### src/hw/pin_value_a_defines.svh
// Constants for the port A block: register offsets, field positions,
// reset values and bit-modify encodings.
// Assumes it is included by its bare name; the include guard makes repeat inclusion harmless.
`ifndef PIN_VALUE_A_DEFINES_SVH
`define PIN_VALUE_A_DEFINES_SVH

// ******************************************************************
// Geometry
// ******************************************************************
`define PA_LINES 6
`define PA_ADDR_W 3
`define PA_DATA_W 8
`define PA_INPUT_ONLY_LINE 3
`define PA_LINE_FOUR 4
`define PA_LINE_FIVE 5
`define PA_HI_PRIO_FOUR 4

// ******************************************************************
// Register offsets
// ******************************************************************
`define PA_ADDR_PIN_VALUE 3'h0
`define PA_ADDR_LATCH 3'h1
`define PA_ADDR_DIRECTION 3'h2
`define PA_ADDR_ANALOG 3'h3
`define PA_ADDR_INPUT_LEVEL 3'h4
`define PA_ADDR_ALT_PIN 3'h5
`define PA_ADDR_BIT_MODIFY 3'h6

// ******************************************************************
// Reset values
// ******************************************************************
`define PA_RST_LATCH 6'h00
`define PA_RST_DIRECTION 6'h3F
`define PA_RST_ANALOG 6'h3F
`define PA_RST_INPUT_LEVEL 6'h00
`define PA_RST_ALT_PIN 6'h00
`define PA_ALT_PIN_W 6

// ******************************************************************
// Fields of alternate_pin_select_0
// ******************************************************************
`define PA_APF_SERIAL_OUT2 5
`define PA_APF_SLAVE_SELECT2 4
`define PA_APF_ECCP1_D 3
`define PA_APF_ECCP1_C 2
`define PA_APF_ECCP2_B 1
`define PA_APF_CAPTURE2 0

// ******************************************************************
// Bit-modify register: operation in [7:6], line index in [2:0]
// ******************************************************************
`define PA_BM_OP_HI 7
`define PA_BM_OP_LO 6
`define PA_BM_IDX_HI 2
`define PA_BM_OP_CLEAR 2'h0
`define PA_BM_OP_SET 2'h1
`define PA_BM_OP_TOGGLE 2'h2
`define PA_BM_OP_COPY 2'h3

`endif

### src/hw/pin_value_a_pkg.sv
// Types shared by the port A block.
// Assumes pin_value_a_defines.svh is on the include path.
`include "pin_value_a_defines.svh"

package pin_value_a_pkg;

   // ******************************************************************
   // Whole state of the port block, registered in one place
   // ******************************************************************
   typedef struct packed {
      logic [`PA_LINES-1:0] latch_r;
      logic [`PA_LINES-1:0] direction_r;
      logic [`PA_LINES-1:0] analog_r;
      logic [`PA_LINES-1:0] input_level_r;
      logic [`PA_ALT_PIN_W-1:0] alt_pin_r;
      logic [`PA_DATA_W-1:0] rdata_r;
      logic [`PA_LINES-1:0] in_prev_r;
      logic [`PA_LINES-1:0] change_r;
      logic [`PA_LINES-1:0] pin_out_r;
      logic [`PA_LINES-1:0] pin_oe_r;
      logic portc2_val_r;
      logic portc2_en_r;
      logic cap2_dflt_val_r;
      logic cap2_dflt_en_r;
   } pin_value_a_state_t;

endpackage

### src/hw/pin_value_a_input_slice.sv
// One port line's input path: threshold choice and analog masking.
// Assumes both comparator results arrive synchronous to the system clock.
`timescale 1ns/1ps

module pin_value_a_input_slice (
   input wire logic schmitt_in,
   input wire logic ttl_in,
   input wire logic level_sel,
   input wire logic analog_sel,
   output logic digital_in
);

   // The chosen threshold feeds both the read path and change detection,
   // so a threshold switch can itself look like an edge on the line.
   always_comb begin
      if (analog_sel) begin
         digital_in = 1'b0;
      end else if (level_sel) begin
         digital_in = ttl_in;
      end else begin
         digital_in = schmitt_in;
      end
   end

endmodule

### src/hw/pin_value_a_output_steer.sv
// Output steering and priority for the lines that carry peripheral signals.
// Assumes peripheral value/enable pairs are synchronous to the system clock.
`timescale 1ns/1ps
`include "pin_value_a_defines.svh"

module pin_value_a_output_steer #(
   parameter int HI_PRIO = `PA_HI_PRIO_FOUR
) (
   input wire logic eccp2_b_pin_select,
   input wire logic capture2_pin_select,
   input wire logic [HI_PRIO-1:0] line_four_prio_en,
   input wire logic [HI_PRIO-1:0] line_four_prio_val,
   input wire logic eccp2_output_b,
   input wire logic eccp2_output_b_en,
   input wire logic capture2_out,
   input wire logic capture2_en,
   output logic line_four_en,
   output logic line_four_val,
   output logic line_five_en,
   output logic line_five_val,
   output logic portc_line_two_en,
   output logic portc_line_two_val,
   output logic cap2_dflt_en,
   output logic cap2_dflt_val
);

   // Line four: the lowest index of the higher group wins, the steered
   // ECCP2 B output only gets the pin when none of them is enabled.
   always_comb begin
      line_four_en = eccp2_b_pin_select & eccp2_output_b_en;
      line_four_val = eccp2_output_b;
      for (int k = HI_PRIO - 1; k >= 0; k--) begin
         if (line_four_prio_en[k]) begin
            line_four_en = 1'b1;
            line_four_val = line_four_prio_val[k];
         end
      end
   end

   // The unselected pin sees nothing of the steered signal.
   always_comb begin
      portc_line_two_en = ~eccp2_b_pin_select & eccp2_output_b_en;
      portc_line_two_val = eccp2_output_b & ~eccp2_b_pin_select;
      line_five_en = capture2_pin_select & capture2_en;
      line_five_val = capture2_out & capture2_pin_select;
      cap2_dflt_en = ~capture2_pin_select & capture2_en;
      cap2_dflt_val = capture2_out & ~capture2_pin_select;
   end

endmodule

### src/hw/pin_value_a_io.sv
// Port A general-purpose I/O with direction, latch, analog select,
// threshold select and the first alternate pin steering register.
// Assumes the register master follows the single-cycle strobe protocol
// and that pin comparator inputs are synchronous to clk_sys.
`timescale 1ns/1ps
`include "pin_value_a_defines.svh"

// Operation
// - Six lines, five of them bidirectional, each with direction bit and output latch bit.
// - Direction bit one turns the line's driver off; line is input.
// - Direction bit zero turns the driver on with the latch value.
// - Line three is input only; its direction bit reads one always.
// - Pin value read returns pins; a write lands in the latch.
// - Writes are read-modify-write: pins read, modified, stored in latch; here only bit-modify writes do so, pin value writes store wdata.
// - Direction keeps driver control even on analog-selected lines.
// - Analog-selected lines read zero digitally; analog functions may run.
// - Analog select leaves digital output untouched; driving continues.
// - Reset puts every line into analog input mode.
// - Per-line threshold select: Schmitt or TTL, for reads and changes.
// - ECCP2 B goes to port C line two, or line four when set.
// - Steering never touches direction; unselected pin stays unaffected.
// - Several outputs on one pin: highest listed priority owns it.
module pin_value_a_io #(
   parameter int LINES = `PA_LINES,
   parameter int HI_PRIO = `PA_HI_PRIO_FOUR
) (
   input wire logic clk_sys,
   input wire logic rstn,
   input wire logic [`PA_ADDR_W-1:0] addr,
   input wire logic [`PA_DATA_W-1:0] wdata,
   input wire logic wr_stb,
   input wire logic rd_stb,
   output logic [`PA_DATA_W-1:0] rdata,
   input wire logic [LINES-1:0] pin_schmitt_in,
   input wire logic [LINES-1:0] pin_ttl_in,
   output logic [LINES-1:0] pin_out,
   output logic [LINES-1:0] pin_oe,
   output logic [LINES-1:0] analog_enable,
   output logic [LINES-1:0] input_change,
   input wire logic [HI_PRIO-1:0] line_four_prio_en,
   input wire logic [HI_PRIO-1:0] line_four_prio_val,
   input wire logic eccp2_output_b,
   input wire logic eccp2_output_b_en,
   input wire logic capture2_out,
   input wire logic capture2_en,
   output logic portc_line_two_out,
   output logic portc_line_two_en,
   output logic capture2_dflt_out,
   output logic capture2_dflt_en,
   output logic serial_out2_pin_select,
   output logic slave_select2_pin_select,
   output logic eccp1_d_pin_select,
   output logic eccp1_c_pin_select,
   output logic eccp2_b_pin_select,
   output logic capture2_pin_select
);

   // ******************************************************************
   // Local constants
   // ******************************************************************
   localparam logic [LINES-1:0] INPUT_ONLY_MASK = LINES'(1) << `PA_INPUT_ONLY_LINE;
   localparam logic [`PA_DATA_W-LINES-1:0] PAD_ZERO = '0;

   // ******************************************************************
   // State and conditioned inputs
   // ******************************************************************
   pin_value_a_pkg::pin_value_a_state_t st_r;
   pin_value_a_pkg::pin_value_a_state_t st_nxt;
   logic [LINES-1:0] pin_read;
   logic line_four_en;
   logic line_four_val;
   logic line_five_en;
   logic line_five_val;
   logic portc2_en;
   logic portc2_val;
   logic cap2_en;
   logic cap2_val;
   logic [1:0] bm_op;
   logic [`PA_BM_IDX_HI:0] bm_idx;
   logic [LINES-1:0] bm_mask;
   logic [LINES-1:0] bm_result;
   logic [LINES-1:0] ovr_en;
   logic [LINES-1:0] ovr_val;

   // ******************************************************************
   // Per-line input conditioning
   // ******************************************************************
   // Each line picks its threshold and is masked to zero when analog.
   generate
      for (genvar i = 0; i < LINES; i++) begin : g_line
         pin_value_a_input_slice u_slice (
            .schmitt_in(pin_schmitt_in[i]),
            .ttl_in(pin_ttl_in[i]),
            .level_sel(st_r.input_level_r[i]),
            .analog_sel(st_r.analog_r[i]),
            .digital_in(pin_read[i])
         );
      end
   endgenerate

   // ******************************************************************
   // Peripheral output steering
   // ******************************************************************
   pin_value_a_output_steer #(
      .HI_PRIO(HI_PRIO)
   ) u_steer (
      .eccp2_b_pin_select(st_r.alt_pin_r[`PA_APF_ECCP2_B]),
      .capture2_pin_select(st_r.alt_pin_r[`PA_APF_CAPTURE2]),
      .line_four_prio_en(line_four_prio_en),
      .line_four_prio_val(line_four_prio_val),
      .eccp2_output_b(eccp2_output_b),
      .eccp2_output_b_en(eccp2_output_b_en),
      .capture2_out(capture2_out),
      .capture2_en(capture2_en),
      .line_four_en(line_four_en),
      .line_four_val(line_four_val),
      .line_five_en(line_five_en),
      .line_five_val(line_five_val),
      .portc_line_two_en(portc2_en),
      .portc_line_two_val(portc2_val),
      .cap2_dflt_en(cap2_en),
      .cap2_dflt_val(cap2_val)
   );

   // Only lines four and five carry steered outputs in this block; the
   // rest always show their latch.
   always_comb begin
      ovr_en = '0;
      ovr_val = '0;
      ovr_en[`PA_LINE_FOUR] = line_four_en;
      ovr_val[`PA_LINE_FOUR] = line_four_val;
      ovr_en[`PA_LINE_FIVE] = line_five_en;
      ovr_val[`PA_LINE_FIVE] = line_five_val;
   end

   // ******************************************************************
   // Bit-modify decode
   // ******************************************************************
   // The modify starts from the pins as read, not from the latch, so an
   // analog line or an input held low by the board comes back as zero.
   always_comb begin
      bm_op = wdata[`PA_BM_OP_HI:`PA_BM_OP_LO];
      bm_idx = wdata[`PA_BM_IDX_HI:0];
      bm_mask = '0;
      if (32'(bm_idx) < LINES) begin
         bm_mask = LINES'(1) << bm_idx;
      end
      case (bm_op)
         `PA_BM_OP_CLEAR: bm_result = pin_read & ~bm_mask;
         `PA_BM_OP_SET: bm_result = pin_read | bm_mask;
         `PA_BM_OP_TOGGLE: bm_result = pin_read ^ bm_mask;
         default: bm_result = pin_read;
      endcase
   end

   // ******************************************************************
   // Next state
   // ******************************************************************
   always_comb begin
      st_nxt = st_r;

      // Register writes; the latch of the input-only line is not stored.
      if (wr_stb) begin
         case (addr)
            `PA_ADDR_PIN_VALUE: begin
               st_nxt.latch_r = wdata[LINES-1:0] & ~INPUT_ONLY_MASK;
            end
            `PA_ADDR_LATCH: begin
               st_nxt.latch_r = wdata[LINES-1:0] & ~INPUT_ONLY_MASK;
            end
            `PA_ADDR_DIRECTION: begin
               st_nxt.direction_r = wdata[LINES-1:0] | INPUT_ONLY_MASK;
            end
            `PA_ADDR_ANALOG: begin
               st_nxt.analog_r = wdata[LINES-1:0];
            end
            `PA_ADDR_INPUT_LEVEL: begin
               st_nxt.input_level_r = wdata[LINES-1:0];
            end
            `PA_ADDR_ALT_PIN: begin
               st_nxt.alt_pin_r = wdata[`PA_ALT_PIN_W-1:0];
            end
            `PA_ADDR_BIT_MODIFY: begin
               st_nxt.latch_r = bm_result & ~INPUT_ONLY_MASK;
            end
            default: begin
               st_nxt.latch_r = st_r.latch_r;
            end
         endcase
      end

      // Read data stand for exactly one cycle after the strobe.
      st_nxt.rdata_r = '0;
      if (rd_stb) begin
         case (addr)
            `PA_ADDR_PIN_VALUE: st_nxt.rdata_r = {PAD_ZERO, pin_read};
            `PA_ADDR_LATCH: st_nxt.rdata_r = {PAD_ZERO, st_r.latch_r};
            `PA_ADDR_DIRECTION: begin
               st_nxt.rdata_r = {PAD_ZERO, st_r.direction_r | INPUT_ONLY_MASK};
            end
            `PA_ADDR_ANALOG: st_nxt.rdata_r = {PAD_ZERO, st_r.analog_r};
            `PA_ADDR_INPUT_LEVEL: st_nxt.rdata_r = {PAD_ZERO, st_r.input_level_r};
            `PA_ADDR_ALT_PIN: st_nxt.rdata_r = {2'h0, st_r.alt_pin_r};
            default: st_nxt.rdata_r = '0;
         endcase
      end

      // Change detect on the conditioned input: one-cycle pulse per line.
      st_nxt.in_prev_r = pin_read;
      st_nxt.change_r = pin_read ^ st_r.in_prev_r;

      // Drivers follow the direction bits only; analog select and the
      // steering bits never switch a driver off.
      st_nxt.pin_oe_r = ~st_r.direction_r & ~INPUT_ONLY_MASK;
      for (int i = 0; i < LINES; i++) begin
         if (ovr_en[i]) begin
            st_nxt.pin_out_r[i] = ovr_val[i];
         end else begin
            st_nxt.pin_out_r[i] = st_r.latch_r[i];
         end
      end

      // Steered signals toward port C are registered like every output.
      st_nxt.portc2_val_r = portc2_val;
      st_nxt.portc2_en_r = portc2_en;
      st_nxt.cap2_dflt_val_r = cap2_val;
      st_nxt.cap2_dflt_en_r = cap2_en;
   end

   // ******************************************************************
   // State register
   // ******************************************************************
   // Lines come out of reset analog, inputs, drivers off.
   always_ff @(posedge clk_sys or negedge rstn) begin
      if (!rstn) begin
         st_r.latch_r <= `PA_RST_LATCH;
         st_r.direction_r <= `PA_RST_DIRECTION;
         st_r.analog_r <= `PA_RST_ANALOG;
         st_r.input_level_r <= `PA_RST_INPUT_LEVEL;
         st_r.alt_pin_r <= `PA_RST_ALT_PIN;
         st_r.rdata_r <= '0;
         st_r.in_prev_r <= '0;
         st_r.change_r <= '0;
         st_r.pin_out_r <= '0;
         st_r.pin_oe_r <= '0;
         st_r.portc2_val_r <= 1'b0;
         st_r.portc2_en_r <= 1'b0;
         st_r.cap2_dflt_val_r <= 1'b0;
         st_r.cap2_dflt_en_r <= 1'b0;
      end else begin
         st_r <= st_nxt;
      end
   end

   // ******************************************************************
   // Outputs, all straight from the state register
   // ******************************************************************
   assign rdata = st_r.rdata_r;
   assign pin_out = st_r.pin_out_r;
   assign pin_oe = st_r.pin_oe_r;
   assign analog_enable = st_r.analog_r;
   assign input_change = st_r.change_r;
   assign portc_line_two_out = st_r.portc2_val_r;
   assign portc_line_two_en = st_r.portc2_en_r;
   assign capture2_dflt_out = st_r.cap2_dflt_val_r;
   assign capture2_dflt_en = st_r.cap2_dflt_en_r;

   // Steering selects go to the peripherals and pins outside this block.
   assign serial_out2_pin_select = st_r.alt_pin_r[`PA_APF_SERIAL_OUT2];
   assign slave_select2_pin_select = st_r.alt_pin_r[`PA_APF_SLAVE_SELECT2];
   assign eccp1_d_pin_select = st_r.alt_pin_r[`PA_APF_ECCP1_D];
   assign eccp1_c_pin_select = st_r.alt_pin_r[`PA_APF_ECCP1_C];
   assign eccp2_b_pin_select = st_r.alt_pin_r[`PA_APF_ECCP2_B];
   assign capture2_pin_select = st_r.alt_pin_r[`PA_APF_CAPTURE2];

endmodule

### config.mk
export PLATFORM = sky130hd
export DESIGN_NAME = pin_value_a_io
export DESIGN_NICKNAME = d
export VERILOG_FILES = /design/src/hw/pin_value_a_pkg.sv /design/src/hw/pin_value_a_input_slice.sv /design/src/hw/pin_value_a_output_steer.sv /design/src/hw/pin_value_a_io.sv
export VERILOG_INCLUDE_DIRS = /design/src /design/src/hw
export SDC_FILE = /design/constraint.sdc
export NUM_CORES = 1
export LEC_CHECK = 0
export ABC_AREA = 1
export BUFFER_PORTS_ARGS = -buffer_cell sky130_fd_sc_hd__buf_2
export CAP_MARGIN = 20
export CELL_PAD_IN_SITES_DETAIL_PLACEMENT = 1
export CELL_PAD_IN_SITES_GLOBAL_PLACEMENT = 1
export CORE_ASPECT_RATIO = 0.5
export CORE_MARGIN = 3
export CORE_UTILIZATION = 35
export DETAILED_ROUTE_END_ITERATION = 12
export PLACE_DENSITY = 0.72
export SLEW_MARGIN = 10
export SYNTH_ARGS = -nofsm -noshare
export SYNTH_HDL_FRONTEND = slang
export SYNTH_SLANG_ARGS = --single-unit
export TNS_END_PERCENT = 1
### constraint.sdc
create_clock -name clk_sys -period 1.55 [get_ports clk_sys]
set_input_delay 0.0775 -clock clk_sys [delete_from_list [all_inputs] [get_ports clk_sys]]
set_output_delay 0.0775 -clock clk_sys [all_outputs]
set_load 0.005 [all_outputs]
==> impl_metrics.csv <==
group,metric,value,unit
global_routing,grt_util_all_layers,0.194,
power_and_ir_drop,peakVddDrop,0.594,mV
clocking,clockBufferDepth,2,
global_routing,grt_pass1_vias,2831,
timing,hold_violations,0,
power_and_ir_drop,power.density,1370,nW/um^2
final_layout,regArea,1520,sq um
timing,max_freq,644,MHz
clocking,clkTransAtPathRegs,0.05,ns
die,dieArea,10400,sq um
detailed_routing,wl_met2,4710,um
final_layout,area_growth,33.2,%
worst_setup_path,reg2reg_slack,-0.003,ns
place,hpwlAfterDp,6900,um
detailed_routing,ant_nets,0,
detailed_routing,routed-wl-met3,492,um
synthesis,synth_area,3190,sq um
hold_path,min_from,"wdata[3]",
clocking,cts_tree,"built",
worst_setup_path,crit_required,1.80,ns
run,max_cap_violations,0,
timing,worst_slack,-0.00329,ns
detailed_routing,drc_errors,0,
final_layout,nFillCells,1061,
final_layout,fin_nets,538,
final_layout,final_common_cell,"nand2_1",
detailed_routing,drtIter0Drc,150,
timing,period_share,1.00,
final_layout,n_antenna_cell,0,
place,placedCellCount,576,
global_routing,antenna_found_initial,0,
worst_setup_path,critical_path_class,"reg2reg",
hold_path,holdPathStages,3,
final_layout,layout-drive-gt1-share,0.356,
die,coreArea,8430,sq um
clocking,cts_sinks,60,
synthesis,ys_seq_area_frac,0.475,
place,portBuffers,76,
timing,rsz0062_at_grt,"true",
worst_setup_path,r2r_start,"st_r[44]",
detailed_routing,num_vias,2839,
timing,drv_slew,0,
synthesis,syn_inst,401,
die,start_util,0.379,
detailed_routing,drt_wl_total,9820,um
timing,hold_ws,0.00865,ns
worst_setup_path,cp_max_fo,3,
detailed_routing,drt_pre_antenna_iters,4,
clocking,clkLatencyLatePin,0.33,ns
timing,skew,0.00515,ns
detailed_routing,wl_met1,4510,um
die,die_x,141,um
die,die_height,73.5,um
final_layout,instances_no_fill,606,
global_routing,grt_max_degree,61,
global_routing,grt.overflow.total,0,
synthesis,yosys_warnings,0,
worst_setup_path,worstSetupStartpointType,"flip-flop",
run_status,status,"complete, but fails checks",
worst_setup_path,worstSetupEndpointType,"flip-flop",
global_routing,grt_pass1_wl,15200,um
timing,min_period,1.55,ns
clocking,cts-root-buf,"clkbuf_16",
hold_path,whs_endpoint,"analog_enable[3]",
run_status,failed_checks,"setup timing",
power_and_ir_drop,p_leak,0.00224,uW
die,num_rows,23,
clocking,h-tree-depth,3,
worst_setup_path,r2r_cells,8,
hold_path,min_path_type,"in2reg",
worst_setup_path,timing.rr.end,"st_nxt[12]",
place,gp_congestion,0.804,
final_layout,multiInputGateArea,1310,sq um
detailed_routing,topRoutingLayerUsed,"met4",
timing,setup_viol,2,
clocking,cts_made_buffers,9,
detailed_routing,wl_per_cell,16.2,um
synthesis,syn_avg_cell_area,7.96,sq um
detailed_routing,viasPerCell,4.68,
worst_setup_path,arrival,1.80,ns
synthesis,ys_ff_latch,60,
die,pin_count,81,
synthesis,ys_types,23,
final_layout,layout_common_cells,"82 x nand2_1, 76 x buf_2, 50 x inv_1",
-- area by class of cell --
cell class / count / share of cell area
sequential: 60 / 0.357
multi-input combinational: 242 / 0.309
timing repair buffer: 113 / 0.163
clock buffer: 12 / 0.0603
inverter: 63 / 0.0556
tap: 112 / 0.0330
clock inverter: 4 / 0.0224
-- cell usage after synthesis (all sizes together) --
cell	count	area, sq um
inv	63	236
dfstp	11	289
or2	1	6.26
conb	1	3.75
dfrtp	49	1230
ha	10	125
nand3	33	165
a31oi	1	6.26
buf	37	268
xnor2	6	52.6
o21ai	32	164
clkbuf	2	7.51
a21oi	10	50.1
nand2	87	332
nand3b	6	45.0
nor2	52	215
-- critical path: stages, from the launching register on --
cell and delay (ns):
dfrtp_1 0.41, nand2_1 0.10, nand3_2 0.10, buf_4 0.16, ha_1 0.19, nand3b_1 0.15, nand3_1 0.10, nand3_2 0.09
a21oi_2 0.17
-- layer usage --
layer / track usage / vias up
li1: - / 1384
met1: 0.261 / 1385
met2: 0.322 / 59
met3: 0.0501 / 11
met4: 0.0419 / 0
met5: 0 / -
-- how the worst max path moves through the flow --
stage                           from          to  slack, ns
finish                      st_r[44]  st_nxt[12]     -0.003
global route                st_r[43]  st_nxt[11]      -0.09
CTS                 analog_enable[4]    st_r[64]      -0.01
detailed placement  analog_enable[2]  st_nxt[12]      -0.05
global placement    analog_enable[4]    st_r[64]      0.008
floorplan           analog_enable[4]    st_r[64]       0.04
-- power by group --
part | total (uW) | internal [uW] | leakage [uW] | switching (uW)
combinational | 1390 | 658 | 0.00136 | 732
clock | 2330 | 1650 | 0.000173 | 679
sequential | 2110 | 1920 | 0.000704 | 191
-- cell families after synthesis --
group / after synthesis / synth area share
other: 1 / 0.00117
XOR/XNOR: 6 / 0.0165
adder cells (fa/ha/maj): 10 / 0.0392
buffers and inverters: 102 / 0.160
AND/OR/NAND/NOR: 179 / 0.239
AO/OA/AOI/OAI: 43 / 0.0690
flip-flops: 60 / 0.475
-- per-stage QoR --
| stage | total power, uW | setup WS [ns] | setup TNS, ns | util | instance area, sq um |
|---|---|---|---|---|---|
| floorplan | 2850 | 0.0401 | 0 | - | 3200 |
| global placement | 3250 | 0.00759 | 0 | 0.431 | 3630 |
| detailed placement | 3290 | -0.0484 | -0.113 | 0.431 | 3630 |
| CTS | 5710 | -0.00957 | -0.0202 | 0.483 | 4080 |
| global route | 6160 | -0.0942 | -0.278 | 0.504 | 4250 |
| finish | 5840 | -0.00329 | -0.00471 | 0.504 | 4250 |
-- sequential cells by signal (all words and copies together) (netlist names), 3 cells and up --
signal         count
input_change       6
analog_enable      6
st_r              19
st_nxt             3
rdata              6
pin_out            5
pin_oe             5
-- timing repair --
action | CTS | global route
setup buffers | 1 | 8
hold buffers | 5 | 0
setup endpoints to repair | 4 | 5
gates resized for setup | 12 | 29
pin swaps | 2 | 21
hold endpoints to repair | 54 | 0
Power figures use the tool's default switching activity.
